==> src/rtl/ppd_pkg.sv <==
/*
 * shared constants and types for the port pin / debug pin block:
 * register offsets, field positions, reset values and state layouts.
 * assumes an 8-bit port and a 4-bit register address on a plain port.
 */
package ppd_pkg;

    localparam int unsigned PPD_ADDR_W = 4;
    localparam int unsigned PPD_DATA_W = 8;

    // register offsets
    localparam logic [3:0] PPD_OFF_DATA  = 4'h0;  // port_data_register
    localparam logic [3:0] PPD_OFF_DIR   = 4'h1;  // port_direction_select
    localparam logic [3:0] PPD_OFF_ODS   = 4'h2;  // open_drain_select
    localparam logic [3:0] PPD_OFF_FSEL  = 4'h3;  // pin_function_select
    localparam logic [3:0] PPD_OFF_EDGE  = 4'h4;  // edge detection enables
    localparam logic [3:0] PPD_OFF_DBG   = 4'h5;  // debug_mode_control
    localparam logic [3:0] PPD_OFF_STAT  = 4'h6;  // interrupt status, w1c
    localparam logic [3:0] PPD_OFF_MASK  = 4'h7;  // interrupt mask
    localparam logic [3:0] PPD_OFF_BITOP = 4'h8;  // single-bit operation

    // pin positions
    localparam int unsigned PPD_NMI_BIT  = 2;     // port0_bit2_pin
    localparam int unsigned PPD_INT2_BIT = 5;     // port0_bit5_pin

    // edge register fields
    localparam int unsigned PPD_EDG_NMI_RISE  = 0;
    localparam int unsigned PPD_EDG_NMI_FALL  = 1;
    localparam int unsigned PPD_EDG_INT2_RISE = 2;
    localparam int unsigned PPD_EDG_INT2_FALL = 3;

    // status / mask fields
    localparam int unsigned PPD_ST_NMI  = 0;
    localparam int unsigned PPD_ST_INT2 = 1;

    // debug control field
    localparam int unsigned PPD_DBG_EN_BIT = 0;   // debug_pin_enable_bit

    // bit operation word: index [2:0], operation [5:4]
    localparam int unsigned PPD_BOP_IDX_LSB = 0;
    localparam int unsigned PPD_BOP_OP_LSB  = 4;
    localparam logic [1:0]  PPD_BOP_SET     = 2'h1;
    localparam logic [1:0]  PPD_BOP_CLR     = 2'h2;
    localparam logic [1:0]  PPD_BOP_INV     = 2'h3;

    // reset values
    localparam logic [7:0] PPD_RST_DIR  = 8'hFF;  // all pins input
    localparam logic [7:0] PPD_RST_ZERO = 8'h00;
    localparam logic       PPD_RST_DBG  = 1'b1;   // debug pin after pin reset

    typedef struct packed {
        logic [7:0] stage1;
        logic [7:0] stage2;
    } ppd_sync_s;

endpackage : ppd_pkg

==> src/rtl/ppd_port.sv <==
/*
 * 8-bit general-purpose port with alternate functions, edge detection
 * for the nmi and int2 pins, and the shared debug reset pin.
 * assumes a plain register port on CLK_IN and pins asynchronous to it.
 */
// The register addresses and the plain strobed port were left to the implementer.
`timescale 1ns/1ps

////////////////////////////////////////////////////////////////////////////////
// Notes on behaviour
// - A port-to-function switch on a high pin with rising edge selected raises nmi.
// - A function-to-port switch on a high pin with falling edge selected raises nmi.
// - Function select 0 gives port mode and 1 gives alternate-function mode.
// - Open-drain select acts whenever a pin is driven: in port mode while the direction bit is output, in function mode while ALT_OE_IN is set.
// - With direction input, data reads return the pin and writes go to the latch.
// - A bit operation reads all 8 bits, modifies one, and writes all 8 back.
// - After pin reset the shared pin is debug reset; high enters debug mode.
// - Internal resets leave the debug function and its control register alone.
// - The pull-down is on after pin reset and off once the enable is cleared.
// - An alternate-function input sees the pin level ANDed with function select.
// - With direction output, data reads return the latch in either mode.
module ppd_port (
    input  wire logic                        CLK_IN,         // 50 MHz system clock
    input  wire logic                        SYS_RST_IN,     // external pin reset
    input  wire logic                        INT_RST_IN,     // watchdog/monitor/lvd
    input  wire logic [ppd_pkg::PPD_ADDR_W-1:0] ADDR_IN,     // register address
    input  wire logic [ppd_pkg::PPD_DATA_W-1:0] WDATA_IN,    // write data
    input  wire logic                        WR_IN,          // write strobe
    input  wire logic                        RD_IN,          // read strobe
    output logic      [ppd_pkg::PPD_DATA_W-1:0] RDATA_OUT,   // read data, next cycle
    input  wire logic [7:0]                  PIN_IN,         // pin levels
    output logic      [7:0]                  PIN_OUT,        // pin drive value
    output logic      [7:0]                  PIN_OE_OUT,     // pin drive enable
    input  wire logic [7:0]                  ALT_OUT_IN,     // peripheral outputs
    input  wire logic [7:0]                  ALT_OE_IN,      // peripheral enables
    output logic      [7:0]                  ALT_SIG_OUT,    // gated peripheral inputs
    output logic                             NMI_OUT,        // nmi request pulse
    output logic                             IRQ_OUT,        // masked interrupt level
    output logic                             PULLDOWN_OUT,   // debug pin pull-down
    output logic                             DEBUG_MODE_OUT  // debug pins enabled
);
    import ppd_pkg::*;

    typedef struct packed {
        logic [7:0] latch;
        logic [7:0] dir;
        logic [7:0] ods;
        logic [7:0] fsel;
        logic [3:0] edges;
        logic       dbg_en;
        logic [1:0] status;
        logic [1:0] mask;
        logic       prev_nmi;
        logic       prev_int2;
        logic [7:0] rdata;
        logic [7:0] pin_out;
        logic [7:0] pin_oe;
        logic [7:0] alt_sig;
        logic       nmi;
        logic       irq;
        logic       dbg_mode;
    } ppd_state_s;

    localparam ppd_state_s PPD_RST_STATE = '{
        latch: PPD_RST_ZERO, dir: PPD_RST_DIR, ods: PPD_RST_ZERO,
        fsel: PPD_RST_ZERO, edges: 4'h0, dbg_en: PPD_RST_DBG,
        status: 2'h0, mask: 2'h0, prev_nmi: 1'b0, prev_int2: 1'b0,
        rdata: PPD_RST_ZERO, pin_out: PPD_RST_ZERO, pin_oe: PPD_RST_ZERO,
        alt_sig: PPD_RST_ZERO, nmi: 1'b0, irq: 1'b0, dbg_mode: 1'b0};

    ppd_state_s s_reg;
    ppd_state_s s_next;
    logic [7:0] pin_s;

    ////////////////////////////////////////////////////////////////////////////
    // functions

    // what software sees at the data register
    function automatic logic [7:0] port_view(input logic [7:0] latch,
                                             input logic [7:0] dir,
                                             input logic [7:0] pins);
        port_view = (dir & pins) | (~dir & latch);
    endfunction

    // one-bit set, clear or invert on a full byte
    function automatic logic [7:0] bit_apply(input logic [7:0] val,
                                             input logic [2:0] idx,
                                             input logic [1:0] op);
        logic [7:0] one;
        one = 8'h01 << idx;
        case (op)
            PPD_BOP_SET: bit_apply = val | one;
            PPD_BOP_CLR: bit_apply = val & ~one;
            PPD_BOP_INV: bit_apply = val ^ one;
            default:     bit_apply = val;
        endcase
    endfunction

    ////////////////////////////////////////////////////////////////////////////
    // pin synchroniser

    ppd_sync u_sync (
        .clk_in   (CLK_IN),
        .rst_in   (SYS_RST_IN),
        .async_in (PIN_IN),
        .sync_out (pin_s)
    );

    ////////////////////////////////////////////////////////////////////////////
    // next-state logic

    always_comb begin
        logic [7:0] view;
        logic [7:0] wr_clr;
        logic [1:0] ev;
        logic       g_nmi;
        logic       g_int2;
        logic       drv_val;
        logic       drv_en;
        view    = port_view(s_reg.latch, s_reg.dir, pin_s);
        wr_clr  = 8'h00;
        ev      = 2'h0;
        drv_val = 1'b0;
        drv_en  = 1'b0;
        g_nmi   = 1'b0;
        g_int2  = 1'b0;
        s_next  = s_reg;

        // register reads, answered one cycle later
        if (RD_IN) begin
            case (ADDR_IN)
                PPD_OFF_DATA: s_next.rdata = view;
                PPD_OFF_DIR:  s_next.rdata = s_reg.dir;
                PPD_OFF_ODS:  s_next.rdata = s_reg.ods;
                PPD_OFF_FSEL: s_next.rdata = s_reg.fsel;
                PPD_OFF_EDGE: s_next.rdata = {4'h0, s_reg.edges};
                PPD_OFF_DBG:  s_next.rdata = {7'h00, s_reg.dbg_en};
                PPD_OFF_STAT: s_next.rdata = {6'h00, s_reg.status};
                PPD_OFF_MASK: s_next.rdata = {6'h00, s_reg.mask};
                default:      s_next.rdata = 8'h00;
            endcase
        end

        // register writes
        if (WR_IN) begin
            case (ADDR_IN)
                PPD_OFF_DATA: s_next.latch = WDATA_IN;
                PPD_OFF_DIR:  s_next.dir = WDATA_IN;
                PPD_OFF_ODS:  s_next.ods = WDATA_IN;
                PPD_OFF_FSEL: s_next.fsel = WDATA_IN;
                PPD_OFF_EDGE: s_next.edges = WDATA_IN[3:0];
                PPD_OFF_DBG:  s_next.dbg_en = WDATA_IN[PPD_DBG_EN_BIT];
                PPD_OFF_STAT: wr_clr = WDATA_IN;
                PPD_OFF_MASK: s_next.mask = WDATA_IN[1:0];
                PPD_OFF_BITOP: s_next.latch = bit_apply(view,
                    WDATA_IN[PPD_BOP_IDX_LSB +: 3], WDATA_IN[PPD_BOP_OP_LSB +: 2]);
                default: ;
            endcase
        end

        s_next.alt_sig = pin_s & s_reg.fsel;
        g_nmi  = pin_s[PPD_NMI_BIT] & s_reg.fsel[PPD_NMI_BIT];
        g_int2 = pin_s[PPD_INT2_BIT] & s_reg.fsel[PPD_INT2_BIT] & ~s_reg.dbg_en;

        s_next.prev_nmi  = g_nmi;
        s_next.prev_int2 = g_int2;
        // mode switch seen as rising edge
        if (s_reg.edges[PPD_EDG_NMI_RISE] && g_nmi && !s_reg.prev_nmi) begin
            ev[PPD_ST_NMI] = 1'b1;
        end
        // mode switch seen as falling edge
        if (s_reg.edges[PPD_EDG_NMI_FALL] && !g_nmi && s_reg.prev_nmi) begin
            ev[PPD_ST_NMI] = 1'b1;
        end
        if ((s_reg.edges[PPD_EDG_INT2_RISE] && g_int2 && !s_reg.prev_int2) ||
            (s_reg.edges[PPD_EDG_INT2_FALL] && !g_int2 && s_reg.prev_int2)) begin
            ev[PPD_ST_INT2] = 1'b1;
        end
        s_next.nmi = ev[PPD_ST_NMI];

        // sticky status; a new event beats a same-cycle clear
        s_next.status = (s_reg.status & ~wr_clr[1:0]) | ev;
        s_next.irq    = |(s_next.status & s_next.mask);

        // pin drivers, one bit at a time
        for (int i = 0; i < 8; i++) begin
            drv_val = s_reg.fsel[i] ? ALT_OUT_IN[i] : s_reg.latch[i];
            drv_en  = s_reg.fsel[i] ? ALT_OE_IN[i] : ~s_reg.dir[i];
            if (drv_en && s_reg.ods[i]) begin
                s_next.pin_out[i] = 1'b0;
                s_next.pin_oe[i]  = ~drv_val;
            end else begin
                s_next.pin_out[i] = drv_val;
                s_next.pin_oe[i]  = drv_en;
            end
        end

        // shared pin listens as debug reset
        if (s_reg.dbg_en) begin
            s_next.pin_oe[PPD_INT2_BIT] = 1'b0;
        end
        s_next.dbg_mode = s_next.dbg_en & (s_reg.dbg_mode | pin_s[PPD_INT2_BIT]);

        if (INT_RST_IN) begin
            s_next          = PPD_RST_STATE;
            s_next.dbg_en   = s_reg.dbg_en;
            s_next.dbg_mode = s_reg.dbg_mode;
        end
    end

    ////////////////////////////////////////////////////////////////////////////
    // state register; of the two resets only the pin reset restores the debug function

    always_ff @(posedge CLK_IN or posedge SYS_RST_IN) begin
        if (SYS_RST_IN) begin
            s_reg <= PPD_RST_STATE;
        end else begin
            s_reg <= s_next;
        end
    end

    assign RDATA_OUT      = s_reg.rdata;
    assign PIN_OUT        = s_reg.pin_out;
    assign PIN_OE_OUT     = s_reg.pin_oe;
    assign ALT_SIG_OUT    = s_reg.alt_sig;
    assign NMI_OUT        = s_reg.nmi;
    assign IRQ_OUT        = s_reg.irq;
    assign PULLDOWN_OUT   = s_reg.dbg_en;
    assign DEBUG_MODE_OUT = s_reg.dbg_mode;

    ////////////////////////////////////////////////////////////////////////////
    // assertions

    property p_alt_gate;
        @(posedge CLK_IN) disable iff (SYS_RST_IN || INT_RST_IN)
        !INT_RST_IN |=> (ALT_SIG_OUT == ($past(pin_s) & $past(s_reg.fsel)));
    endproperty
    a_alt_gate: assert property (p_alt_gate)
        else $error("alternate input not gated by select");

    property p_nmi_rise;
        @(posedge CLK_IN) disable iff (SYS_RST_IN || INT_RST_IN)
        (!INT_RST_IN && s_reg.edges[PPD_EDG_NMI_RISE] && !s_reg.prev_nmi &&
         pin_s[PPD_NMI_BIT] && s_reg.fsel[PPD_NMI_BIT]) |=> (NMI_OUT && s_reg.status[0]);
    endproperty
    a_nmi_rise: assert property (p_nmi_rise)
        else $error("rising edge did not raise nmi");

    property p_nmi_fall;
        @(posedge CLK_IN) disable iff (SYS_RST_IN || INT_RST_IN)
        (!INT_RST_IN && s_reg.edges[PPD_EDG_NMI_FALL] && s_reg.prev_nmi &&
         !s_reg.fsel[PPD_NMI_BIT]) |=> NMI_OUT;
    endproperty
    a_nmi_fall: assert property (p_nmi_fall)
        else $error("switch to port did not raise nmi");

    property p_nmi_cause;
        @(posedge CLK_IN) disable iff (SYS_RST_IN || INT_RST_IN)
        NMI_OUT |-> ($past(s_reg.prev_nmi) != s_reg.prev_nmi);
    endproperty
    a_nmi_cause: assert property (p_nmi_cause)
        else $error("nmi without a change of gated input");

    property p_func_drive;
        @(posedge CLK_IN) disable iff (SYS_RST_IN || INT_RST_IN)
        (!INT_RST_IN && s_reg.fsel[0] && !s_reg.ods[0]) |=>
            (PIN_OE_OUT[0] == $past(ALT_OE_IN[0]));
    endproperty
    a_func_drive: assert property (p_func_drive)
        else $error("function mode not driven by peripheral");

    property p_od_input;
        @(posedge CLK_IN) disable iff (SYS_RST_IN || INT_RST_IN)
        (!s_reg.fsel[0] && s_reg.dir[0]) |=> !PIN_OE_OUT[0];
    endproperty
    a_od_input: assert property (p_od_input)
        else $error("input pin is driven");

    property p_read_data;
        @(posedge CLK_IN) disable iff (SYS_RST_IN || INT_RST_IN)
        (!INT_RST_IN && RD_IN && ADDR_IN == PPD_OFF_DATA) |=>
            (RDATA_OUT == (($past(s_reg.dir) & $past(pin_s)) |
                           (~$past(s_reg.dir) & $past(s_reg.latch))));
    endproperty
    a_read_data: assert property (p_read_data)
        else $error("data read returns wrong source");

    property p_bitop;
        @(posedge CLK_IN) disable iff (SYS_RST_IN || INT_RST_IN)
        (!INT_RST_IN && WR_IN && ADDR_IN == PPD_OFF_BITOP && WDATA_IN[5:4] == PPD_BOP_SET) |=>
            (s_reg.latch == (($past(s_reg.dir) & $past(pin_s)) |
                             (~$past(s_reg.dir) & $past(s_reg.latch)) |
                             (8'h01 << $past(WDATA_IN[2:0]))));
    endproperty
    a_bitop: assert property (p_bitop)
        else $error("bit set did not land in latch");

    property p_int_rst;
        @(posedge CLK_IN) disable iff (SYS_RST_IN)
        INT_RST_IN |=> (s_reg.dbg_en == $past(s_reg.dbg_en));
    endproperty
    a_int_rst: assert property (p_int_rst)
        else $error("internal reset changed debug control");

    property p_pulldown;
        @(posedge CLK_IN) disable iff (SYS_RST_IN)
        (WR_IN && ADDR_IN == PPD_OFF_DBG && !WDATA_IN[0] && !INT_RST_IN) |=> !PULLDOWN_OUT;
    endproperty
    a_pulldown: assert property (p_pulldown)
        else $error("pull-down still on after clear");

    property p_debug_entry;
        @(posedge CLK_IN) disable iff (SYS_RST_IN || INT_RST_IN)
        (!INT_RST_IN && s_reg.dbg_en && pin_s[PPD_INT2_BIT] && !WR_IN) |=> DEBUG_MODE_OUT;
    endproperty
    a_debug_entry: assert property (p_debug_entry)
        else $error("high debug reset did not enter debug mode");

    // the debug reset pin is an input whenever the debug function owns it
    property p_debug_pin_quiet;
        @(posedge CLK_IN) disable iff (SYS_RST_IN || INT_RST_IN)
        s_reg.dbg_en |=> !PIN_OE_OUT[PPD_INT2_BIT];
    endproperty
    a_debug_pin_quiet: assert property (p_debug_pin_quiet)
        else $error("debug reset pin driven while debug function on");

    // a raised nmi status stays until software clears it
    property p_nmi_sticky;
        @(posedge CLK_IN) disable iff (SYS_RST_IN || INT_RST_IN)
        (!INT_RST_IN && s_reg.status[PPD_ST_NMI] &&
         !(WR_IN && ADDR_IN == PPD_OFF_STAT && WDATA_IN[PPD_ST_NMI]))
            |=> s_reg.status[PPD_ST_NMI];
    endproperty
    a_nmi_sticky: assert property (p_nmi_sticky)
        else $error("nmi status lost without a clear");

endmodule // ppd_port

==> src/rtl/ppd_sync.sv <==
/*
 * two-flop synchroniser for the eight port pins.
 * assumes pins are asynchronous to CLK_IN; only stage2 leaves the module.
 */
`timescale 1ns/1ps

module ppd_sync (
    input  wire logic       clk_in,    // system clock
    input  wire logic       rst_in,    // async reset, active high
    input  wire logic [7:0] async_in,  // raw pin levels
    output logic      [7:0] sync_out   // synchronised levels
);
    import ppd_pkg::*;

    ppd_sync_s s_reg;
    ppd_sync_s s_next;

    // stage1 feeds stage2 and nothing else
    always_comb begin
        s_next.stage1 = async_in;
        s_next.stage2 = s_reg.stage1;
    end

    always_ff @(posedge clk_in or posedge rst_in) begin
        if (rst_in) begin
            s_reg <= '0;
        end else begin
            s_reg <= s_next;
        end
    end

    assign sync_out = s_reg.stage2;

endmodule // ppd_sync

==> config.mk <==
export PLATFORM = sky130hd
export DESIGN_NAME = ppd_port
export DESIGN_NICKNAME = d
export VERILOG_FILES = /design/src/rtl/ppd_pkg.sv /design/src/rtl/ppd_port.sv /design/src/rtl/ppd_sync.sv
export SDC_FILE = /design/constraint.sdc
export NUM_CORES = 1
export LEC_CHECK = 0
export BUFFER_PORTS_ARGS = -buffer_cell sky130_fd_sc_hd__buf_4
export CORE_AREA = 4 4 106 108
export CTS_CLUSTER_DIAMETER = 120
export DETAILED_ROUTE_END_ITERATION = 10
export DIE_AREA = 0 0 110 112
export PLACE_DENSITY = 0.74
export SYNTH_ARGS = -nofsm -noshare
export SYNTH_HDL_FRONTEND = slang
export SYNTH_HIERARCHICAL = 1
export SYNTH_SLANG_ARGS = --single-unit
==> constraint.sdc <==
create_clock -name CLK_IN -period 3.65 [get_ports CLK_IN]
set_clock_uncertainty 0.1 [all_clocks]
set_input_delay 0.73 -clock CLK_IN [delete_from_list [all_inputs] [get_ports CLK_IN]]
set_output_delay 0.73 -clock CLK_IN [all_outputs]
set_load 0.02 [all_outputs]
==> summary.txt, run 1 <==
Pwr
  • Logic pwr share: 0.125
  • Internal Power: roughly 0.0014 W
  • Power density cells: approximately 350 nW/µm²
  • Net Switching: 0.000507 W
  • Max IR drop VDD: 0.000192 V
  • Clock share of power: 0.323
  • Lkg Pwr: between 2 and 3 nW
  • Switching Share: 0.259
  • Sequential Power Share: 0.552

CTS
  • Hold Buf Count CTS: 0
  • Post-CTS sizing: 0
  • CTS tree: built
  • Clk Latency, worst-skew pair: about 0.36 ns
  • CTS root buffer: clkbuf_8
  • Clock Path Buffers: 2
  • Clock Sinks: 93
  • Clock buffer count from CTS: 9
  • Clock-pin slew on the worst setup and hold paths: about 0.080 ns
  • Setup Fix Bufs, Post-CTS: 0
  • Htree depth: 3

STA
  • Worst-margin pin slew: between 0.8 and 0.9 ns
  • Fin. max-slew vios: 0
  • Final setup vio count: 0
  • Slew HR: 0.403
  • Maximum clock frequency: between 400 and 500 MHz
  • Unrepaired setup endpoints after global routing: false
  • Setup TNS: 0 ns
  • Min cycle time layout: 2.17 ns
  • Tcrit/Tclk final: 0.594
  • Final Hold Viols: 0

GRT
  • First-pass GRT wire length: about 18000 µm
  • M1 GR Usage: 0.277
  • Total global-route track usage: 0.190
  • Met2 Usage GRT: 0.278
  • Largest net degree at the start of global routing: 66
  • Vias in the first global route: ~3.4k
  • Gr busiest metal: met2
  • Gr ovfl total: 0
  • Initial antenna violation count: 0
  • Met3 Resource Use GR: 0.0441

Routing
  • Detailed Route WL: around 11000 µm
  • DRC viols: 0
  • Via total after detailed routing: about 3.5k
  • Wire per inst: between 15 and 20 µm
  • Iter 0 DRT Violations: just under 200
  • Post-route ant nets: 0
  • Drt pass-1 iters: 4
  • Drt via density: ~5.5

Layout
  • Antenna cells: 0
  • Finished Layout Cells: 632
  • Final nets: 548
  • Area delta synth->final: 11.0%
  • Layout cells sized above 1: 0.260
  • Number of flip-flops under the largest register name: 41
  • Fillers: 920

Synth
  • Mapped Cells: 463
  • Top-count cell post-synth: dfrtp_1
  • Top area cells in the synthesized netlist: dfrtp_1 (42%), mux2i_1 (8.6%), buf_4 (5.4%)
  • Seq/Total Area, Yosys: 0.466
  • Area leader, netlist: dfrtp_1
  • Number of flops mapped to enable cells by yosys: 0
  • Post-synthesis async set-or-reset flop share: 1.00
  • Syn avg cell area: 10.8 µm²
  • Most instantiated cells after synthesis: dfrtp_1 (84), mux2i_1 (43), nor2_1 (40)
  • Mapped cell area: roughly 5000 µm²
  • Predominant post-synthesis flop cell: dfrtp_1
  • Post-synth net total: 520
  • Synth warn: 6
  • Synth top area share: 0.419
  • Synth unique cells: 55
  • #FFs+latches synth: 93

Floorplanning
  • Die area: ~12000 µm²
  • DIE HEIGHT: around 110 µm
  • I/O pins: 77
  • CORE AREA: between 10000 and 15000 µm²
  • Standard-cell rows: 37
  • Chip width: about 110 µm
  • Initial Util: 0.491

Critical path
  • Crit end category: flop
  • Worst-path maximum fanout: 17
  • Worst EP arrival: 2.36 ns
  • CP peak stage delay: ~0.45 ns
  • CP startpoint kind: input port
  • WP buf/inv: 1
  • Crit Path Class: input port to flop
  • Cell Chain, Critical Path: buf_4, or3_1, ha_1, mux4_2, and2_1, o21ai_2
  • CP Data Required Time: about 3.8 ns
  • Crit path max-delay family: simple AND/OR/NAND/NOR gates
  • Slowest cell on the critical path: mux4_2

Place
  • Detailed placement HPWL: 7660 µm
  • Placed insts: 616
  • IO Port Bufs: between 70 and 80
  • GP Congestion: slightly above 0.8

Hold path
  • Min-Delay Path Class: flop to flop

Run
  • Max Cap Viol: 0

Status
  • Outcome: complete, no violations
[worst register-to-register path, delay by kind of cell (launching register included)]
family	cells	cell delay, ns
AO/OA/AOI/OAI	2	0.44
AND/OR/NAND/NOR	1	0.05
adder cells (fa/ha/maj)	1	0.29
multiplexers	2	0.53
flip-flops	1	0.56
[layer usage]
| metal | vias up | part of all wire |
|---|---|---|
| met3 | 15 | 0.064 |
| met2 | 106 | 0.46 |
| met4 | 0 | 0.017 |
| met1 | 1730 | 0.45 |
| li1 | 1637 | - |
| met5 | - | 0 |
[placed cells by master (no fill, tap or decap), types with 3 or more instances in the layout]
master    synthesis  routed
and3_1            4       4
nand2_1          36      36
mux2_2           14      14
and2_1            3       3
ha_1             16      16
clkbuf_8          0      11
nand3_1           4       4
a32o_1            3       3
mux4_2            5       5
o21ai_0          26      26
o211a_1           5       5
nor2b_1          18      18
inv_1            12      11
nor2_1           40      40
a22o_1            6       6
a211oi_1          8       8
dfstp_2           9       9
a211o_1           8       8
o211ai_1          3       3
dfrtp_1          84      84
clkbuf_1         12       4
nor3b_1           9       9
mux2i_1          43      43
nand2b_1          5       5
nand3b_1          8       8
buf_4            36      76
[layout make-up]
| class | instances | area [µm²] | area share |
|---|---|---|---|
| tap | 136 | 170 | 0.0305 |
| timing repair buffer | 77 | 591 | 0.106 |
| inverter | 13 | 48.8 | 0.00876 |
| sequential | 93 | 2340 | 0.420 |
| clock inverter | 1 | 5.00 | 0.000898 |
| clock buffer | 15 | 166 | 0.0299 |
| multi-input combinational | 297 | 2250 | 0.404 |
[power by group through the flow]
| stage | Sequential (W) | Combinational (W) | Clock, W |
|---|---|---|---|
| 2_1_floorplan | 0.00110 | 0.000165 | 0 |
| 3_3_place_gp | 0.00110 | 0.000239 | 0 |
| 3_5_place_dp | 0.00110 | 0.000247 | 0 |
| 4_1_cts | 0.00108 | 0.000248 | 0.000647 |
| 5_1_grt | 0.00108 | 0.000272 | 0.000694 |
| 6_report | 0.00108 | 0.000246 | 0.000631 |
[stage by stage]
stage                     total power (W)   util  hold slack (ns)  instance area (µm²)  worst slack [ns]
final                             0.00196  0.544            0.252                 5570              1.48
after global routing              0.00205  0.544            0.255                 5570              1.42
after CTS                         0.00197  0.544            0.253                 5570              1.50
after detailed placement          0.00135  0.528            0.235                 5400              1.10
after global placement            0.00134  0.528            0.232                 5400              1.13
after floorplan                   0.00126      -            0.231                 5020             0.868
[worst paths after layout]
| kind | depth (start not counted) | endpoint | slack, ns | start |
|---|---|---|---|---|
| worst min register to register | 0 | u_sync/sync_out[6] | 0.25 | u_sync/s_next[6] |
| worst max-delay path | 6 | s_reg[70] | 1.48 | WDATA_IN[0] |
| min in group asynchronous | 2 | u_sync/s_next[3] | 0.34 | SYS_RST_IN |
| worst min-delay path | 0 | u_sync/sync_out[6] | 0.25 | u_sync/s_next[6] |
| worst max register to register | 6 | s_reg[74] | 1.56 | s_reg[66] |
| max in group asynchronous | 3 | s_reg[63] | 2.19 | SYS_RST_IN |
[cell families after synthesis]
| logic type | after synthesis | synth area share |
|---|---|---|
| AO/OA/AOI/OAI | 76 | 0.109 |
| adder cells (fa/ha/maj) | 16 | 0.0399 |
| buffers and inverters | 73 | 0.0857 |
| flip-flops | 93 | 0.466 |
| multiplexers | 63 | 0.143 |
| AND/OR/NAND/NOR | 142 | 0.157 |
Power figures use the tool's default switching activity.
==> run 2: changes to the inputs <==
ABC_AREA = 1   (was not set)
CORE_AREA = 4 4 105 107   (was 4 4 106 108)
DIE_AREA = 0 0 109 111   (was 0 0 110 112)
PLACE_DENSITY = 0.78   (was 0.74)
clock period = 1.95 ns   (was 3.65 ns; I/O delays follow)
==> summary.txt, run 2 <==
CTS
  • CTS tree: built
  • Clock buffer count from CTS: 9 (unchanged)
  • Clock Sinks: 93 (unchanged)
  • CTS root buffer: clkbuf_8
  • Htree depth: 3 (unchanged)
  • Clock Path Buffers: 2 (unchanged)
  • Clock-pin slew on the worst setup and hold paths: 0.10 ns (+0.02 ns)
  • Clk Latency, worst-skew pair: 0.38 ns (+0.02 ns)

Critical path
  • Crit end category: flop
  • Crit. Startpoint: s_reg[65]
  • Worst EP arrival: 2.05 ns (-0.31 ns)
  • Reg-to-Reg Start: s_reg[65]
  • CP startpoint kind: flop
  • CP Data Required Time: 2.17 ns (-1.67 ns)
  • Crit Path Class: flop to flop
  • Worst-path maximum fanout: 4 (-13)

Synth
  • Synth warn: 6 (unchanged)
  • Synth top area share: 0.422 (+0.00347)
  • Predominant post-synthesis flop cell: dfrtp_1
  • Post-synthesis async set-or-reset flop share: 1.00 (unchanged)
  • #FFs+latches synth: 93 (unchanged)
  • Top area cells in the synthesized netlist: dfrtp_1 (42%), nand2_1 (14%), inv_1 (5.4%)
  • Area leader, netlist: dfrtp_1
  • Synth unique cells: 34 (-38%)
  • Number of flops mapped to enable cells by yosys: 0 (unchanged)
  • Most instantiated cells after synthesis: nand2_1 (190), dfrtp_1 (84), inv_1 (71)
  • Seq/Total Area, Yosys: 0.470 (+0.00386)
  • Post-synth net total: 694 (+33%)
  • Top-count cell post-synth: nand2_1
  • Mapped cell area: 4980 µm² (-0.82%)
  • Mapped Cells: 637 (+38%)
  • Syn avg cell area: 7.82 µm² (-28%)

Layout
  • Commonest non-fill, non-tap cell in the layout: nand2_1
  • Area delta synth->final: 18.1%
  • Antenna cells: 0 (unchanged)
  • Commonest non-fill, non-tap cells in the layout: nand2_1 (188), buf_4 (97), dfrtp_1 (84)
  • Final nets: 765 (+40%)
  • Layout cells sized above 1: 0.209 (-0.0511)
  • Design Area, Final: 5880 µm² (+5.6%)
  • Number of flip-flops under the largest register name: 41 (unchanged)

STA
  • Slew HR: 0.567 (+0.164)
  • Min cycle time layout: approximately 1.8 ns
  • Maximum clock frequency: 548 MHz
  • Fin. max-slew vios: 0 (unchanged)
  • Worst-margin pin slew: 0.649 ns (-0.246 ns)
  • Final Hold Viols: 0 (unchanged)
  • Final setup vio count: 0 (unchanged)
  • Tcrit/Tclk final: 0.936
  • Setup ws final: 0.124 ns (-1.36 ns)
  • Setup TNS: 0 ns (unchanged)
  • Unrepaired setup endpoints after global routing: false

Routing
  • Via total after detailed routing: 4399 (+26%)
  • Post-route ant nets: 0 (unchanged)
  • DRC viols: 0 (unchanged)
  • Drt via density: 5.18 (-6.1%)
  • Wire per inst: 16.1 µm (-7.1%)
  • Drt pass-1 iters: 5 (+1)
  • Iter 0 DRT Violations: 344 (+78%)
  • Detailed Route WL: 13700 µm (+25%)

Pwr
  • Lkg Pwr: 3.13 nW (+20%)
  • Total Power: 0.00385 W (+97%)
  • Max IR drop VDD: 0.000351 V (+82%)
  • Power density cells: 655 nW/µm² (+87%)

GRT
  • First-pass GRT wire length: 22100 µm (+22%)
  • Total global-route track usage: 0.238 (+0.0473)
  • Gr ovfl total: 0 (unchanged)
  • Initial antenna violation count: 0 (unchanged)
  • Vias in the first global route: 4443 (+29%)
  • Largest net degree at the start of global routing: 47 (-29%)

Place
  • Post-Place Cell Area: 5610 µm² (+3.9%)
  • Pre-CTS setup slack: 0.0537 ns (-1.05 ns)
  • GP Congestion: 1.04 (+27%)
  • IO Port Bufs: 76 (unchanged)
  • Detailed placement HPWL: 10500 µm (+37%)

Run
  • Max Cap Viol: 0 (unchanged)

Floorplanning
  • Die area: 12100 µm² (-1.8%)
  • Chip width: 109 µm (-0.91%)
  • CORE AREA: 10100 µm² (-0.91%)
  • DIE HEIGHT: 111 µm (-0.89%)
  • I/O pins: 77 (unchanged)
  • Initial Util: 0.491 (about the same)
  • Standard-cell rows: 37 (unchanged)

Status
  • Outcome: complete, no violations

Hold path
  • Min-Delay Path Class: input port to flop
  • Hold Path Origin: PIN_IN[2]
run 2: cells by family after synthesis:
kind of cell | Yosys count | synth area share
AND/OR/NAND/NOR | 323 | 0.270
buffers and inverters | 119 | 0.121
flip-flops | 93 | 0.470
AO/OA/AOI/OAI | 86 | 0.0990
adder cells (fa/ha/maj) | 16 | 0.0402
run 2: layout make-up:
| type | count | area, µm² |
|---|---|---|
| Timing Repair Buffer | 105 | 838 |
| Fill cell | 921 | 4260 |
| Clock buffer | 10 | 138 |
| Sequential cell | 93 | 2340 |
| Clock inverter | 6 | 52.6 |
| Inverter | 74 | 283 |
| Tap cell | 136 | 170 |
| Multi-Input combinational cell | 425 | 2060 |
run 2: where the power goes:
| group | internal, W | switching, W | total, W |
|---|---|---|---|
| combinational | 0.000206 | 0.000333 | 0.000539 |
| clock | 0.000524 | 0.000764 | 0.00129 |
| sequential | 0.00199 | 0.0000422 | 0.00203 |
| total | 0.00272 | 0.00114 | 0.00385 |
run 2: worst max-delay path, stage by stage, from the launching register on:
cell and delay, ns:
dfstp_2 0.59, nand2_1 0.10, nand2_2 0.12, inv_1 0.05
ha_1 0.25, or2_2 0.29, nand3_1 0.07, nand2_1 0.05
nand2_1 0.05, nand2_1 0.05, nand2_1 0.05
run 2: per-layer routing:
layer  vias to the layer above  share of wire  GRT usage
met4                         0          0.041      0.116
met5                         -              0          0
met3                        40          0.056     0.0379
met2                       156           0.50      0.401
met1                      2078           0.40      0.291
li1                       2125              -          -
run 2: path summary, 6_finish.rpt:
path / cells after the start / to / slack [ns]
worst max-delay path: 10 / s_reg[73] / 0.12
worst min-delay path: 1 / u_sync/s_next[2] / 0.01
worst max register to register: 10 / s_reg[73] / 0.12
worst min register to register: 0 / u_sync/sync_out[3] / 0.25
max in group asynchronous: 3 / u_sync/sync_out[5] / 0.76
min in group asynchronous: 4 / ALT_SIG_OUT[6] / 0.52
run 2: timing repair:
action | 4_1_cts | 5_1_grt
setup buffers | 0 | 1
resized for setup | 0 | 7
endpoints found under the setup margin | 0 | 3
hold endpoints to repair | 28 | 4
hold buffers | 1 | 4
run 2: per-stage QoR:
step | std cells | hold slack, ns | util
5_1_grt | 849 | 0.00181 | 0.580
2_1_floorplan | 637 | 0.204 | -
4_1_cts | 844 | 0.00144 | 0.573
3_5_place_dp | 827 | 0.236 | 0.553
3_3_place_gp | 827 | 0.233 | 0.553
6_report | 849 | 0.0126 | 0.580
